$ cat src/hw/rsc_defs.svh
`ifndef RSC_DEFS_SVH
`define RSC_DEFS_SVH

// Register byte addresses on the host port.
`define RSC_ADDR_STATUS    8'h01
`define RSC_ADDR_RATE      8'h04
`define RSC_ADDR_IRQ_STAT  8'h08
`define RSC_ADDR_IRQ_MASK  8'h09
`define RSC_ADDR_OSC_CAL   8'h0a

// Status register bit positions.
`define RSC_BIT_PRI        7
`define RSC_BIT_SEC        6
`define RSC_BIT_LOCK       5
`define RSC_BIT_HOLD       4
`define RSC_BIT_TRACKING_RANGE_LIMIT       2

// Output rate select bit positions.
`define RSC_BIT_HS_SEL     7
`define RSC_BIT_LR_SEL     6

// Reset values and implemented-bit masks.
`define RSC_RATE_RESET     8'h00
`define RSC_RATE_WMASK     8'hc0
`define RSC_STATUS_MASK    8'hf4
`define RSC_CAL_RESET      8'h00
`define RSC_IRQ_RESET      8'h00

// Frequency thresholds in units of 0.1 ppm.
`define RSC_OOR_SET_TPPM   17'h00078
`define RSC_OOR_CLR_TPPM   17'h0006e
`define RSC_LOCK_TPPM      17'h0058c
`define RSC_TRACKING_RANGE_LIMIT_TPPM      17'h00410

// Acceptance-range refresh period.
`define RSC_TICK_S         1
`define RSC_CLK_HZ         25000000
`define RSC_TICK_CYCLES    (`RSC_TICK_S * `RSC_CLK_HZ)

`endif

$ cat src/hw/rsc_pkg.sv
package rsc_pkg;

  // Frequency carried by the combined low-rate output pin.
  typedef enum logic [1:0] {
    RSC_RATE_11M184,
    RSC_RATE_8M592,
    RSC_RATE_44M736,
    RSC_RATE_34M368
  } rsc_rate_t;

  // One host port request.
  typedef struct packed {
    logic [7:0] addr;
    logic [7:0] wdata;
    logic       wr;
    logic       rd;
  } rsc_bus_req_t;

  // Offsets measured against the master oscillator, signed, 0.1 ppm units.
  typedef struct packed {
    logic [15:0] primary_offset;
    logic [15:0] secondary_offset;
    logic [15:0] core_offset;
    logic        holdover;
  } rsc_mon_t;

  // Dedicated status pins.
  typedef struct packed {
    logic primary_out_of_range;
    logic secondary_out_of_range;
    logic core_pll_locked;
    logic holdover;
  } rsc_pins_t;

  // Whole state of the block.
  typedef struct packed {
    logic [7:0]  rate;
    logic [7:0]  cal;
    logic [7:0]  status;
    logic [7:0]  irq_stat;
    logic [7:0]  irq_mask;
    logic [24:0] tick_cnt;
    logic [7:0]  rd_data;
    rsc_pins_t   pins;
    logic        diff_oe;
    rsc_rate_t   rate_out;
  } rsc_state_t;

endpackage

$ cat src/hw/rsc_ref_status_clock_select.sv
// How it works
// Primary beyond 12 ppm sets status bit 7.
// Hysteresis on indication, refreshed once per second.
// Monitoring always runs, independent of filter select.
// Thresholds follow oscillator unless calibration compensates.
// Secondary beyond 12 ppm sets status bit 6.
// Core lock within 142 ppm drives bit 5.
// Holdover operation drives status bit 4.
// Core at 104 ppm tracking edge drives bit 2.
// Limit bit may toggle briefly; tolerate it.
// Control bit 7 low: diff out, low rates.
// Control bit 7 high: diff off, LOW_RATE_CLOCK_SELECT rates.
// Bit 7 high: bit 6 picks 44.736/34.368.
// Bit 7 low: bit 6 picks 11.184/8.592.
// Four status bits mirrored on software-enabled pins.
// Status reads do not clear; reserved read zero.
//
// The implementer's own choice: the address-and-strobe port.
`timescale 1ns/1ps
`include "rsc_defs.svh"

module rsc_ref_status_clock_select #(
  parameter int unsigned TICK_CYCLES = `RSC_TICK_CYCLES  // Cycles per refresh period.
) (
  input  wire logic                 clk_sys,              // System clock, 25 MHz.
  input  wire logic                 arst_n,               // Asynchronous reset, active low.
  input  wire rsc_pkg::rsc_bus_req_t bus,                 // Host port request.
  output wire logic [7:0]           rd_data,              // Read data, one cycle after read.
  input  wire rsc_pkg::rsc_mon_t    mon,                  // Measured frequency offsets.
  input  wire logic                 sw_control,           // High enables the status pins.
  output wire rsc_pkg::rsc_pins_t   pins,                 // Dedicated status pins.
  output wire logic                 diff_155m_output_oe,  // High drives the 155 MHz pair.
  output wire rsc_pkg::rsc_rate_t   combined_rate_output, // Combined pin rate select.
  output wire logic                 irq                   // Level interrupt, active high.
);

  localparam logic [24:0] TICK_LAST = 25'(TICK_CYCLES - 1);

  rsc_pkg::rsc_state_t state_q;
  rsc_pkg::rsc_state_t state_d;

  logic [16:0] pri_adj;
  logic [16:0] sec_adj;
  logic [16:0] pri_mag;
  logic [16:0] sec_mag;
  logic [16:0] core_mag;
  logic        tick;
  logic        lock_now;
  logic        tracking_range_limit_now;
  logic [7:0]  new_status;
  logic [7:0]  status_chg;
  logic [7:0]  w1c;

  // Magnitude of a 17-bit two's complement value.
  function automatic logic [16:0] rsc_abs(input logic [16:0] v);
    rsc_abs = v[16] ? 17'((~v) + 17'h00001) : v;
  endfunction

  // Oscillator error shifts every measurement alike; the calibration value
  // is added to the primary and secondary offsets, not the core, before their thresholds.
  assign pri_adj  = {mon.primary_offset[15], mon.primary_offset}
                    + {{9{state_q.cal[7]}}, state_q.cal};
  assign sec_adj  = {mon.secondary_offset[15], mon.secondary_offset}
                    + {{9{state_q.cal[7]}}, state_q.cal};
  assign pri_mag  = rsc_abs(pri_adj);
  assign sec_mag  = rsc_abs(sec_adj);
  assign core_mag = rsc_abs({mon.core_offset[15], mon.core_offset});

  // The refresh tick is free running and never gated by mode or filter.
  assign tick     = (state_q.tick_cnt == TICK_LAST);
  assign lock_now = (core_mag <= `RSC_LOCK_TPPM);
  // No filtering here: a brief toggle near the limit is passed on as is.
  assign tracking_range_limit_now = (core_mag >= `RSC_TRACKING_RANGE_LIMIT_TPPM);

  // Next state: monitors, status, interrupts and the register file.
  always_comb begin
    state_d = state_q;
    new_status = state_q.status;
    w1c = 8'h00;
    state_d.tick_cnt = tick ? 25'h0000000 : 25'(state_q.tick_cnt + 25'h0000001);
    // Acceptance range holds between ticks; set above 12 ppm, clear below 11.
    if (tick) begin
      new_status[`RSC_BIT_PRI] = state_q.status[`RSC_BIT_PRI]
                                 ? (pri_mag >= `RSC_OOR_CLR_TPPM)
                                 : (pri_mag > `RSC_OOR_SET_TPPM);
      new_status[`RSC_BIT_SEC] = state_q.status[`RSC_BIT_SEC]
                                 ? (sec_mag >= `RSC_OOR_CLR_TPPM)
                                 : (sec_mag > `RSC_OOR_SET_TPPM);
    end
    new_status[`RSC_BIT_LOCK] = lock_now;
    new_status[`RSC_BIT_HOLD] = mon.holdover;
    new_status[`RSC_BIT_TRACKING_RANGE_LIMIT] = tracking_range_limit_now;
    new_status = new_status & `RSC_STATUS_MASK;
    status_chg = new_status ^ state_q.status;
    state_d.status = new_status;
    if (bus.wr) begin
      case (bus.addr)
        `RSC_ADDR_RATE:     state_d.rate = bus.wdata & `RSC_RATE_WMASK;
        `RSC_ADDR_OSC_CAL:  state_d.cal = bus.wdata;
        `RSC_ADDR_IRQ_MASK: state_d.irq_mask = bus.wdata & `RSC_STATUS_MASK;
        `RSC_ADDR_IRQ_STAT: w1c = bus.wdata;
        default:            state_d.rate = state_q.rate;
      endcase
    end
    // A change arriving with its clear still sets the sticky bit.
    state_d.irq_stat = ((state_q.irq_stat & ~w1c) | status_chg) & `RSC_STATUS_MASK;
    // Reads have no side effect; unmapped addresses return zero.
    state_d.rd_data = 8'h00;
    if (bus.rd) begin
      case (bus.addr)
        `RSC_ADDR_STATUS:   state_d.rd_data = state_q.status;
        `RSC_ADDR_RATE:     state_d.rd_data = state_q.rate;
        `RSC_ADDR_IRQ_STAT: state_d.rd_data = state_q.irq_stat;
        `RSC_ADDR_IRQ_MASK: state_d.rd_data = state_q.irq_mask;
        `RSC_ADDR_OSC_CAL:  state_d.rd_data = state_q.cal;
        default:            state_d.rd_data = 8'h00;
      endcase
    end
    // Output selection follows the rate register in the same cycle.
    state_d.diff_oe = ~state_d.rate[`RSC_BIT_HS_SEL];
    case ({state_d.rate[`RSC_BIT_HS_SEL], state_d.rate[`RSC_BIT_LR_SEL]})
      2'b11:   state_d.rate_out = rsc_pkg::RSC_RATE_34M368;
      2'b10:   state_d.rate_out = rsc_pkg::RSC_RATE_44M736;
      2'b01:   state_d.rate_out = rsc_pkg::RSC_RATE_8M592;
      default: state_d.rate_out = rsc_pkg::RSC_RATE_11M184;
    endcase
    // Pins stay low unless software control is active.
    state_d.pins.primary_out_of_range   = sw_control & new_status[`RSC_BIT_PRI];
    state_d.pins.secondary_out_of_range = sw_control & new_status[`RSC_BIT_SEC];
    state_d.pins.core_pll_locked        = sw_control & new_status[`RSC_BIT_LOCK];
    state_d.pins.holdover               = sw_control & new_status[`RSC_BIT_HOLD];
  end

  // State register.
  always_ff @(posedge clk_sys or negedge arst_n) begin
    if (!arst_n) begin
      state_q.rate     <= `RSC_RATE_RESET;
      state_q.cal      <= `RSC_CAL_RESET;
      state_q.status   <= 8'h00;
      state_q.irq_stat <= `RSC_IRQ_RESET;
      state_q.irq_mask <= `RSC_IRQ_RESET;
      state_q.tick_cnt <= 25'h0000000;
      state_q.rd_data  <= 8'h00;
      state_q.pins     <= 4'h0;
      state_q.diff_oe  <= 1'b1;
      state_q.rate_out <= rsc_pkg::RSC_RATE_11M184;
    end else begin
      state_q <= state_d;
    end
  end

  // Outputs come straight from the state register; irq is the OR of the sticky bits ANDed with the mask.
  assign rd_data              = state_q.rd_data;
  assign pins                 = state_q.pins;
  assign diff_155m_output_oe  = state_q.diff_oe;
  assign combined_rate_output = state_q.rate_out;
  assign irq                  = |(state_q.irq_stat & state_q.irq_mask);
endmodule

$ cat config.mk
export PLATFORM = sky130hd
export DESIGN_NAME = rsc_ref_status_clock_select
export DESIGN_NICKNAME = d
export VERILOG_FILES = /design/src/hw/rsc_pkg.sv /design/src/hw/rsc_ref_status_clock_select.sv
export VERILOG_INCLUDE_DIRS = /design/src /design/src/hw
export SDC_FILE = /design/constraint.sdc
export NUM_CORES = 1
export LEC_CHECK = 0
export BUFFER_PORTS_ARGS = -buffer_cell sky130_fd_sc_hd__buf_2
export CAP_MARGIN = 20
export CORE_ASPECT_RATIO = 2
export CORE_UTILIZATION = 50
export CTS_BUF_LIST = sky130_fd_sc_hd__clkbuf_16
export DETAILED_ROUTE_END_ITERATION = 7
export PLACE_DENSITY = 0.78
export SYNTH_ARGS = -nofsm -noshare
export SYNTH_HDL_FRONTEND = slang
export SYNTH_SLANG_ARGS = --single-unit
$ cat constraint.sdc
create_clock -name clk_sys -period 4.1 [get_ports clk_sys]
set_input_delay 0.205 -clock clk_sys [delete_from_list [all_inputs] [get_ports clk_sys]]
set_output_delay 0.205 -clock clk_sys [all_outputs]
set_load 0.01 [all_outputs]
# Word-level counts from Yosys, hierarchy flattened
# Cells that the tools add are included.
# op_classes
n_addsub	6
n_lt_le_gt_ge	6
eq_ne	9
mux	15
bitwise_logic	13
n_reduce_logical	3
# op_table
cell	count
adder 17 x 1 -> 17 bit (second input constant)	3
two-way mux 17 bit	3
inverter 17 bit	3
two-way mux 8 bit	5
case mux 8 bit (5 select lines)	1
adder 16 x 8 -> 17 bit	2
greater-or-equal comparator 17 x 7 -> 1 bit (second input constant)	2
> comparator 17 x 7 -> 1 bit (second input constant)	2
adder 25 x 1 -> 25 bit (second input constant)	1
== test 25 bit (second input constant)	1
two-way mux 25 bit	1
== test 8 x 4 -> 1 bit (second input constant)	3
greater-or-equal comparator 17 x 11 -> 1 bit (second input constant)	1
<= comparator 17 x 11 -> 1 bit (second input constant)	1
AND 8 bit	2
two-way mux 16 bit	1
== test 8 x 1 -> 1 bit (second input constant)	1
== test 8 x 3 -> 1 bit (second input constant)	1
inverter 8 bit	1
bitwise OR 8 bit	1
OR reduction 8 bit	1
XOR 8 bit	1
case mux 2 bit (3 select lines)	1
AND 1 bit	4
6 further kinds	9
# word_totals
reg_bits	65
input_bits	70
elab_cells	65

# Depth between registers and ports, before layout
# Gate-level depths: netlist of run 1.
# logic_depth
ltp_word	9
mapped_depth	14
ltp_nobuf	13

# Worst setup path before layout of run 1
# OpenSTA, ideal clock, no wires.
# synth_path
path_kind	register -> register
from	register state_q[64] in the netlist's numbering
to	register state_q[54] in the netlist's numbering
setup_time_ns	0.124
arrival_time_ns	3.454
required_ns	3.976
slack_ns	0.522
path_stages_with_launch	15
cell_sequence	dfrtp_1 ha_1 inv_1 fa_1 nor2b_4 o21a_1 or3_1 buf_6 a2111oi_4 nand4_2 nor2_1 or4b_1 a32o_2 o211a_1 a211o_1
# synth_rtl
element	line	text
start: declaration	rsc_ref_status_clock_select.sv:39	rsc_pkg::rsc_state_t state_q;
start signal: assignment	rsc_ref_status_clock_select.sv:148	state_q <= state_d;

==> flow_summary.ini, run 1 <==
[yosys]
synth_warnings = 0
syn_area_um2 = 6210
yosysMostFrequentCell = nand2_1
synthFlopType = dfrtp_1
synthArstFlopShare_pct = 100
netlist_top_cells_count = nand2_1, dfrtp_1, nor2_1
synth_top_area_share_pct = 25.4
seq_area_frac_synth_pct = 25.8
synth_edf_count = 0
ys_types = 81
synthCells = 745
synth_area_leaders = dfrtp_1, ha_1, a21oi_1
synth_fp_nets = 853
ys_ff_latch = 64
yosys.area.top_type = dfrtp_1
avgSynthCellArea_um2 = 8.33

[routing]
via_per_inst = 6.25
remaining_drc_errors = 0
wl_per_cell_um = 17.0
drt_wl_total_um = 16500
drt_iter0_drc = 260
ant_nets = 0
drt-pass1-iter-count = 5
num_vias = 6064

[power]
swShare_pct = 31.9
p_switching_uw = 630
combPwrFrac_pct = 29.4
pwr-share-seq_pct = 33.2
irDropWorstVdd_v = 0.000263
p_int_mw = 1.34
p_clk_share_pct = 37.4
power.density_nw_per_um2 = 282
power.leakage_nw = 3.19

[placement]
port_buffers = 85
place.gp.congestion = 0.965
dp_hpwl_um = 13100
dpl_cell_area_um2 = 6710

[job]
cap_violations = 0

[finish]
fillers = 1123
area_growth_pct = 12.9
drive_above_1_share_pct = 18.2
final_cell_area_um2 = 7010
antenna_cells = 0
fin_nets = 928

[clock_tree]
postCtsSetupRepairBufs = 0
htreeDepth = 3
root_buffer = clkbuf_16
clock_path_buffers = 2
cts_sinks = 64
insertion_delay_ns = 0.33
clkTransAtPathRegs_ns = 0.06
cts_tree = built
numCtsBuffers = 9

[floorplan]
die_x_um = 80.8
initial_utilization_pct = 51.2
ios = 86
fp.dieH_um = 160
die_area_um2 = 12900
core_um2 = 12100
num_rows = 57

[global_route]
grt_pass1_vias = 5833
grt_pass1_wl_um = 26400
grt-ovfl-total = 0
grt_usage_pct = 26.4
grt_max_degree = 39
antenna_found_initial = 0

[setup_path]
path_class = reg -> reg
reg2reg_setup_slack_ns = 0.25
cp_max_fo = 6
end_kind = flip-flop
cp_data_required_time_ns = 4.32
start_kind = flip-flop
worstPathArrival_ns = 4.07

[sta]
rsz0062_at_grt = no
setup_tns_ns = 0
skew_ns = 0.00820
worst_slew_pin_slew_ns = 1.01
period_needed_ns = 3.85
drv_slew = 0
setup_violations = 0
finalCritPeriodShare_pct = 94.0
fmax_mhz = 260
relSlewSlack_pct = 32.3
hold_violations = 0

[worst_hold_path]
hp-class = in -> reg

[run_status]
status = completed
-- state kept, by name, summed over array words and instances (netlist names) --
register              count
pins                      4
rd_data                   8
combined_rate_output      1
diff_155m_output_oe       1
state_q                  50
-- final cells by class --
type | instances | area (µm²) | area share, %
flip-flops and latches | 64 | 1600 | 22.9
multi-input cells | 624 | 4330 | 61.8
repair buffers | 95 | 503 | 7.18
inverters | 26 | 97.6 | 1.39
clock buffers | 9 | 225 | 3.21
well taps | 147 | 184 | 2.62
clock inverters | 6 | 61.3 | 0.875
-- power by group through the flow --
stage | logic (mW) | registers, mW | clock network (mW)
floorplan | 0.408 | 0.663 | 0
global placement | 0.562 | 0.665 | 0
detailed placement | 0.569 | 0.666 | 0
CTS | 0.573 | 0.656 | 0.743
global route | 0.640 | 0.656 | 0.782
finish | 0.579 | 0.656 | 0.738
-- critical path: stages (launching register included) --
cell	delay, ns
dfrtp_1	0.41
ha_1	0.23
inv_1	0.08
fa_1	0.29
nor2b_4	0.07
o21a_1	0.17
or3_1	0.43
a2111oi_4	0.53
nand4_2	0.21
nor2_1	0.12
or4b_1	0.44
a32o_2	0.28
o211a_1	0.22
a211o_1	0.26
-- cells in the final DEF (no fill, tap or decap), types with 4 or more instances in the layout --
cell type and instances:
nor4_1 8, a32oi_1 4, a211oi_1 15, a211o_1 7, nand4_1 7, xnor2_1 28
o21ai_0 36, clkbuf_16 9, o21a_1 12, a21boi_0 4, buf_2 85, and3_1 12
o22ai_1 4, a21o_1 13, a222oi_1 4, a22o_1 5, dfrtp_1 63, nor2b_1 6
or3_1 11, ha_1 36, nor4b_1 9, and2_1 14, inv_1 26, nand3_1 23
a21oi_1 49, mux2_2 19, nor3_1 27, nand2_1 64, and4_1 5, o211ai_1 13
or2_2 4, nor2_1 62, o31ai_1 5, a31oi_1 9, buf_4 9, xor2_1 27
o211a_1 6, mux2i_1 7
-- worst paths after layout --
kind	startpoint	endpoint	cells after the start
setup reg to reg	state_q[64]	state_q[54]	13
hold / removal	mon[0]	state_q[60]	1
max in group asynchronous	arst_n	state_q[60]	3
min in group asynchronous	arst_n	state_q[36]	2
setup / recovery	state_q[64]	state_q[54]	13
hold reg to reg	state_q[15]	state_q[15]	1
-- cells by family after synthesis --
kind of cell | after synthesis | share of synthesized area [%]
muxes | 26 | 4.58
adders and majority gates | 38 | 7.90
xor gates and xnor gates | 55 | 7.76
buffers and inverters | 57 | 4.45
AOI/OAI and AO/OA | 233 | 26.3
and+or+nand+nor | 272 | 23.1
DFF | 64 | 25.8
-- layer usage --
| layer | wire length [µm] | track usage [%] | vias up |
|---|---|---|---|
| met3 | 747 | 4.30 | 68 |
| met2 | 8490 | 46.5 | 187 |
| met1 | 6130 | 26.9 | 2844 |
| met4 | 1130 | 19.4 | 0 |
| li1 | - | - | 2965 |
| met5 | 0 | 0 | - |
-- what timing repair did --
action                                  4_1_cts  5_1_grt
hold buffers                                  1        0
endpoints found under the setup margin        0        3
endpoints found under the hold margin        25        0
gates resized for setup                       0        1
-- per-stage QoR --
| step | std cells | utilization, % | worst slack [ns] | hold WS, ns | power (mW) |
|---|---|---|---|---|---|
| floorplan | 745 | - | 0.522 | -0.0906 | 1.07 |
| global placement | 955 | 55.3 | 0.372 | 0.244 | 1.23 |
| global route | 971 | 57.8 | 0.0478 | 0.0229 | 2.08 |
| finish | 971 | 57.8 | 0.247 | 0.0237 | 1.97 |
| CTS | 971 | 57.8 | 0.236 | 0.0240 | 1.97 |
| detailed placement | 955 | 55.3 | 0.248 | 0.242 | 1.23 |
Note: power is estimated with default switching activity, not from simulation.
==> run 2: changes to the inputs <==
--- a/config.mk
+++ b/config.mk
@@ -9,10 +9,11 @@
 export BUFFER_PORTS_ARGS = -buffer_cell sky130_fd_sc_hd__buf_2
 export CAP_MARGIN = 20
 export CORE_ASPECT_RATIO = 2
-export CORE_UTILIZATION = 50
+export CORE_UTILIZATION = 40
 export CTS_BUF_LIST = sky130_fd_sc_hd__clkbuf_16
 export DETAILED_ROUTE_END_ITERATION = 7
-export PLACE_DENSITY = 0.78
+export PLACE_DENSITY = 0.66
+export REMOVE_ABC_BUFFERS = 1
 export SYNTH_ARGS = -nofsm -noshare
 export SYNTH_HDL_FRONTEND = slang
 export SYNTH_SLANG_ARGS = --single-unit
==> run 2 against run 1 <==
Net effect: clock skew is 0.0039 ns lower; sequential power hardly changed; register-to-register slack better by 0.06 ns; clock power is 3.0% lower; critical path depth is 2 lower; utilization is 11 points lower; die area is 25% higher; flip-flop and latch count stayed put; critical path type unchanged.
==> flow_summary.ini, run 2 (synthesis results as in run 1) <==
[setup_path]
path_class = reg -> reg
cp_max_fo = 6
cp_slowest_cell = a211oi_1
cp_data_required_time_ns = 4.32
r2r_end = state_q[54]
worstPathArrival_ns = 4.01
path_common_cell = a211oi_1
max_stage_delay_ns = 0.47
crit_chain = ha_1 -> a211oi_1 -> o21bai_1 -> a211oi_1 -> or2_2 -> nand4_2 -> nor2_1 -> or4b_1 -> a32o_2 -> o211a_1 -> a211o_1
reg2reg_setup_slack_ns = 0.31
reg2regPathDepth = 11
end_kind = flip-flop
start_kind = flip-flop
crit-reg2reg-launch = state_q[66]

[sta]
rsz0062_at_grt = no
period_needed_ns = 3.79
setup_violations = 0
fmax_mhz = 264
setup_tns_ns = 0
skew_ns = 0.00435
relSlewSlack_pct = 50.8
hold-worst-slack_ns = 0.0180
finalCritPeriodShare_pct = 92.4
worst_slew_pin_slew_ns = 0.733
finalWorstSetupSlack_ns = 0.312
drv_slew = 0
hold_violations = 0

[floorplan]
die_area_um2 = 16100
fp.dieH_um = 178
core_um2 = 15200
initial_utilization_pct = 40.8
ios = 86
num_rows = 64
die_x_um = 90.1

[routing]
wl_per_cell_um = 17.1
num_vias = 6111
drt_wl_total_um = 17600
remaining_drc_errors = 0
ant_nets = 0
drt-pass1-iter-count = 4
drt_iter0_drc = 218
via_per_inst = 5.93

[placement]
port_buffers = 85
dp_hpwl_um = 14500
place.gp.congestion = 0.856
pre_cts_slack_ns = 0.176

[clock_tree]
cts_tree = built
htreeDepth = 3
root_buffer = clkbuf_16
numCtsBuffers = 9
clock_path_buffers = 2
cts_sinks = 64
clkTransAtPathRegs_ns = 0.05
insertion_delay_ns = 0.33

[worst_hold_path]
hold_depth = 1
holdPathEnd = state_q[60]
hp-start = mon[0]
hp-class = in -> reg

[finish]
layout_commonest_cell = buf_2
fin_nets = 935
top_regs = state_q x50, rd_data x8, pins x4
largest_register_ff_count = 50
drive_above_1_share_pct = 18.6
antenna_cells = 0
area_growth_pct = 14.8
final_cell_mix = buf_2, nand2_1, dfrtp_1
largest_register = state_q

[global_route]
grt_max_degree = 35
antenna_found_initial = 0
grt_pass1_wl_um = 27800
grt_pass1_vias = 5966
grt-ovfl-total = 0
grt_usage_pct = 21.9

[power]
irDropWorstVdd_v = 0.000142
power.density_nw_per_um2 = 276
power.leakage_nw = 3.23

[run_status]
status = completed

[job]
cap_violations = 0
==> run 2: cell types whose count changed in the layout (fill, tap and decap cells not counted), sizes merged <==
| cell | change |
|---|---|
| clkinvlp | -1 |
| inv | +2 |
| buf | +7 |
==> run 2: timing repair <==
item | in CTS | in global routing
resized for setup | 0 | 3
hold buffers | 1 | 0
buffers inserted | 0 | 1
endpoints found under the hold margin | 29 | 0
endpoints found under the setup margin | 0 | 4
==> run 2: report_power, final <==
group | internal [mW] | leakage (nW) | switching (mW)
sequential | 0.644 | 0.842 | 0.0129
clock | 0.458 | 0.147 | 0.258
combinational | 0.240 | 2.25 | 0.356
total | 1.34 | 3.23 | 0.626
==> run 2: final cells by class <==
cell class	instances	area [µm²]
Tap cell	198	248
Clock buffer	9	225
Fill cell	1588	8090
Sequential cell	64	1600
Timing Repair Buffer	102	556
Clock inverter	7	55.1
Multi-Input combinational cell	624	4340
Inverter	26	97.6
==> run 2: routing by layer <==
| layer | share of wire (%) | track usage [%] | up-vias | wire [µm] |
|---|---|---|---|---|
| li1 | - | - | 2985 | - |
| met1 | 34 | 19.0 | 2915 | 6060 |
| met2 | 57 | 45.0 | 145 | 10000 |
| met3 | 2.1 | 2.56 | 66 | 369 |
| met4 | 6.5 | 15.5 | 0 | 1140 |
| met5 | 0 | 0 | - | 0 |
==> run 2: worst max path at each step <==
stage / end / cells past startpoint / start / slack (ns)
after floorplan: state_q[54] / 11 / state_q[71] / 0.30
after global placement: pins[3] / 13 / state_q[64] / 0.25
after detailed placement: pins[3] / 13 / state_q[64] / 0.18
after CTS: pins[3] / 13 / state_q[64] / 0.17
after global routing: pins[3] / 13 / state_q[64] / 0.006
final: state_q[54] / 11 / state_q[66] / 0.31
==> run 2: stage by stage <==
stage                     instance area (µm²)  utilization (%)  power [mW]  std cells
after floorplan                          6030                -        1.06        714
after global placement                   6810             44.8        1.25       1012
after detailed placement                 6810             44.8        1.26       1012
after CTS                                7100             46.7        1.98       1029
after global routing                     7120             46.8        2.07       1030
final                                    7120             46.8        1.97       1030
==> run 2: worst max-delay path, delay by kind of cell, from the launching register on <==
| kind | cells | cell delay [ns] |
|---|---|---|
| DFF | 1 | 0.46 |
| and+or+nand+nor | 4 | 1.03 |
| adders and majority gates | 1 | 0.29 |
| AOI/OAI and AO/OA | 6 | 1.89 |
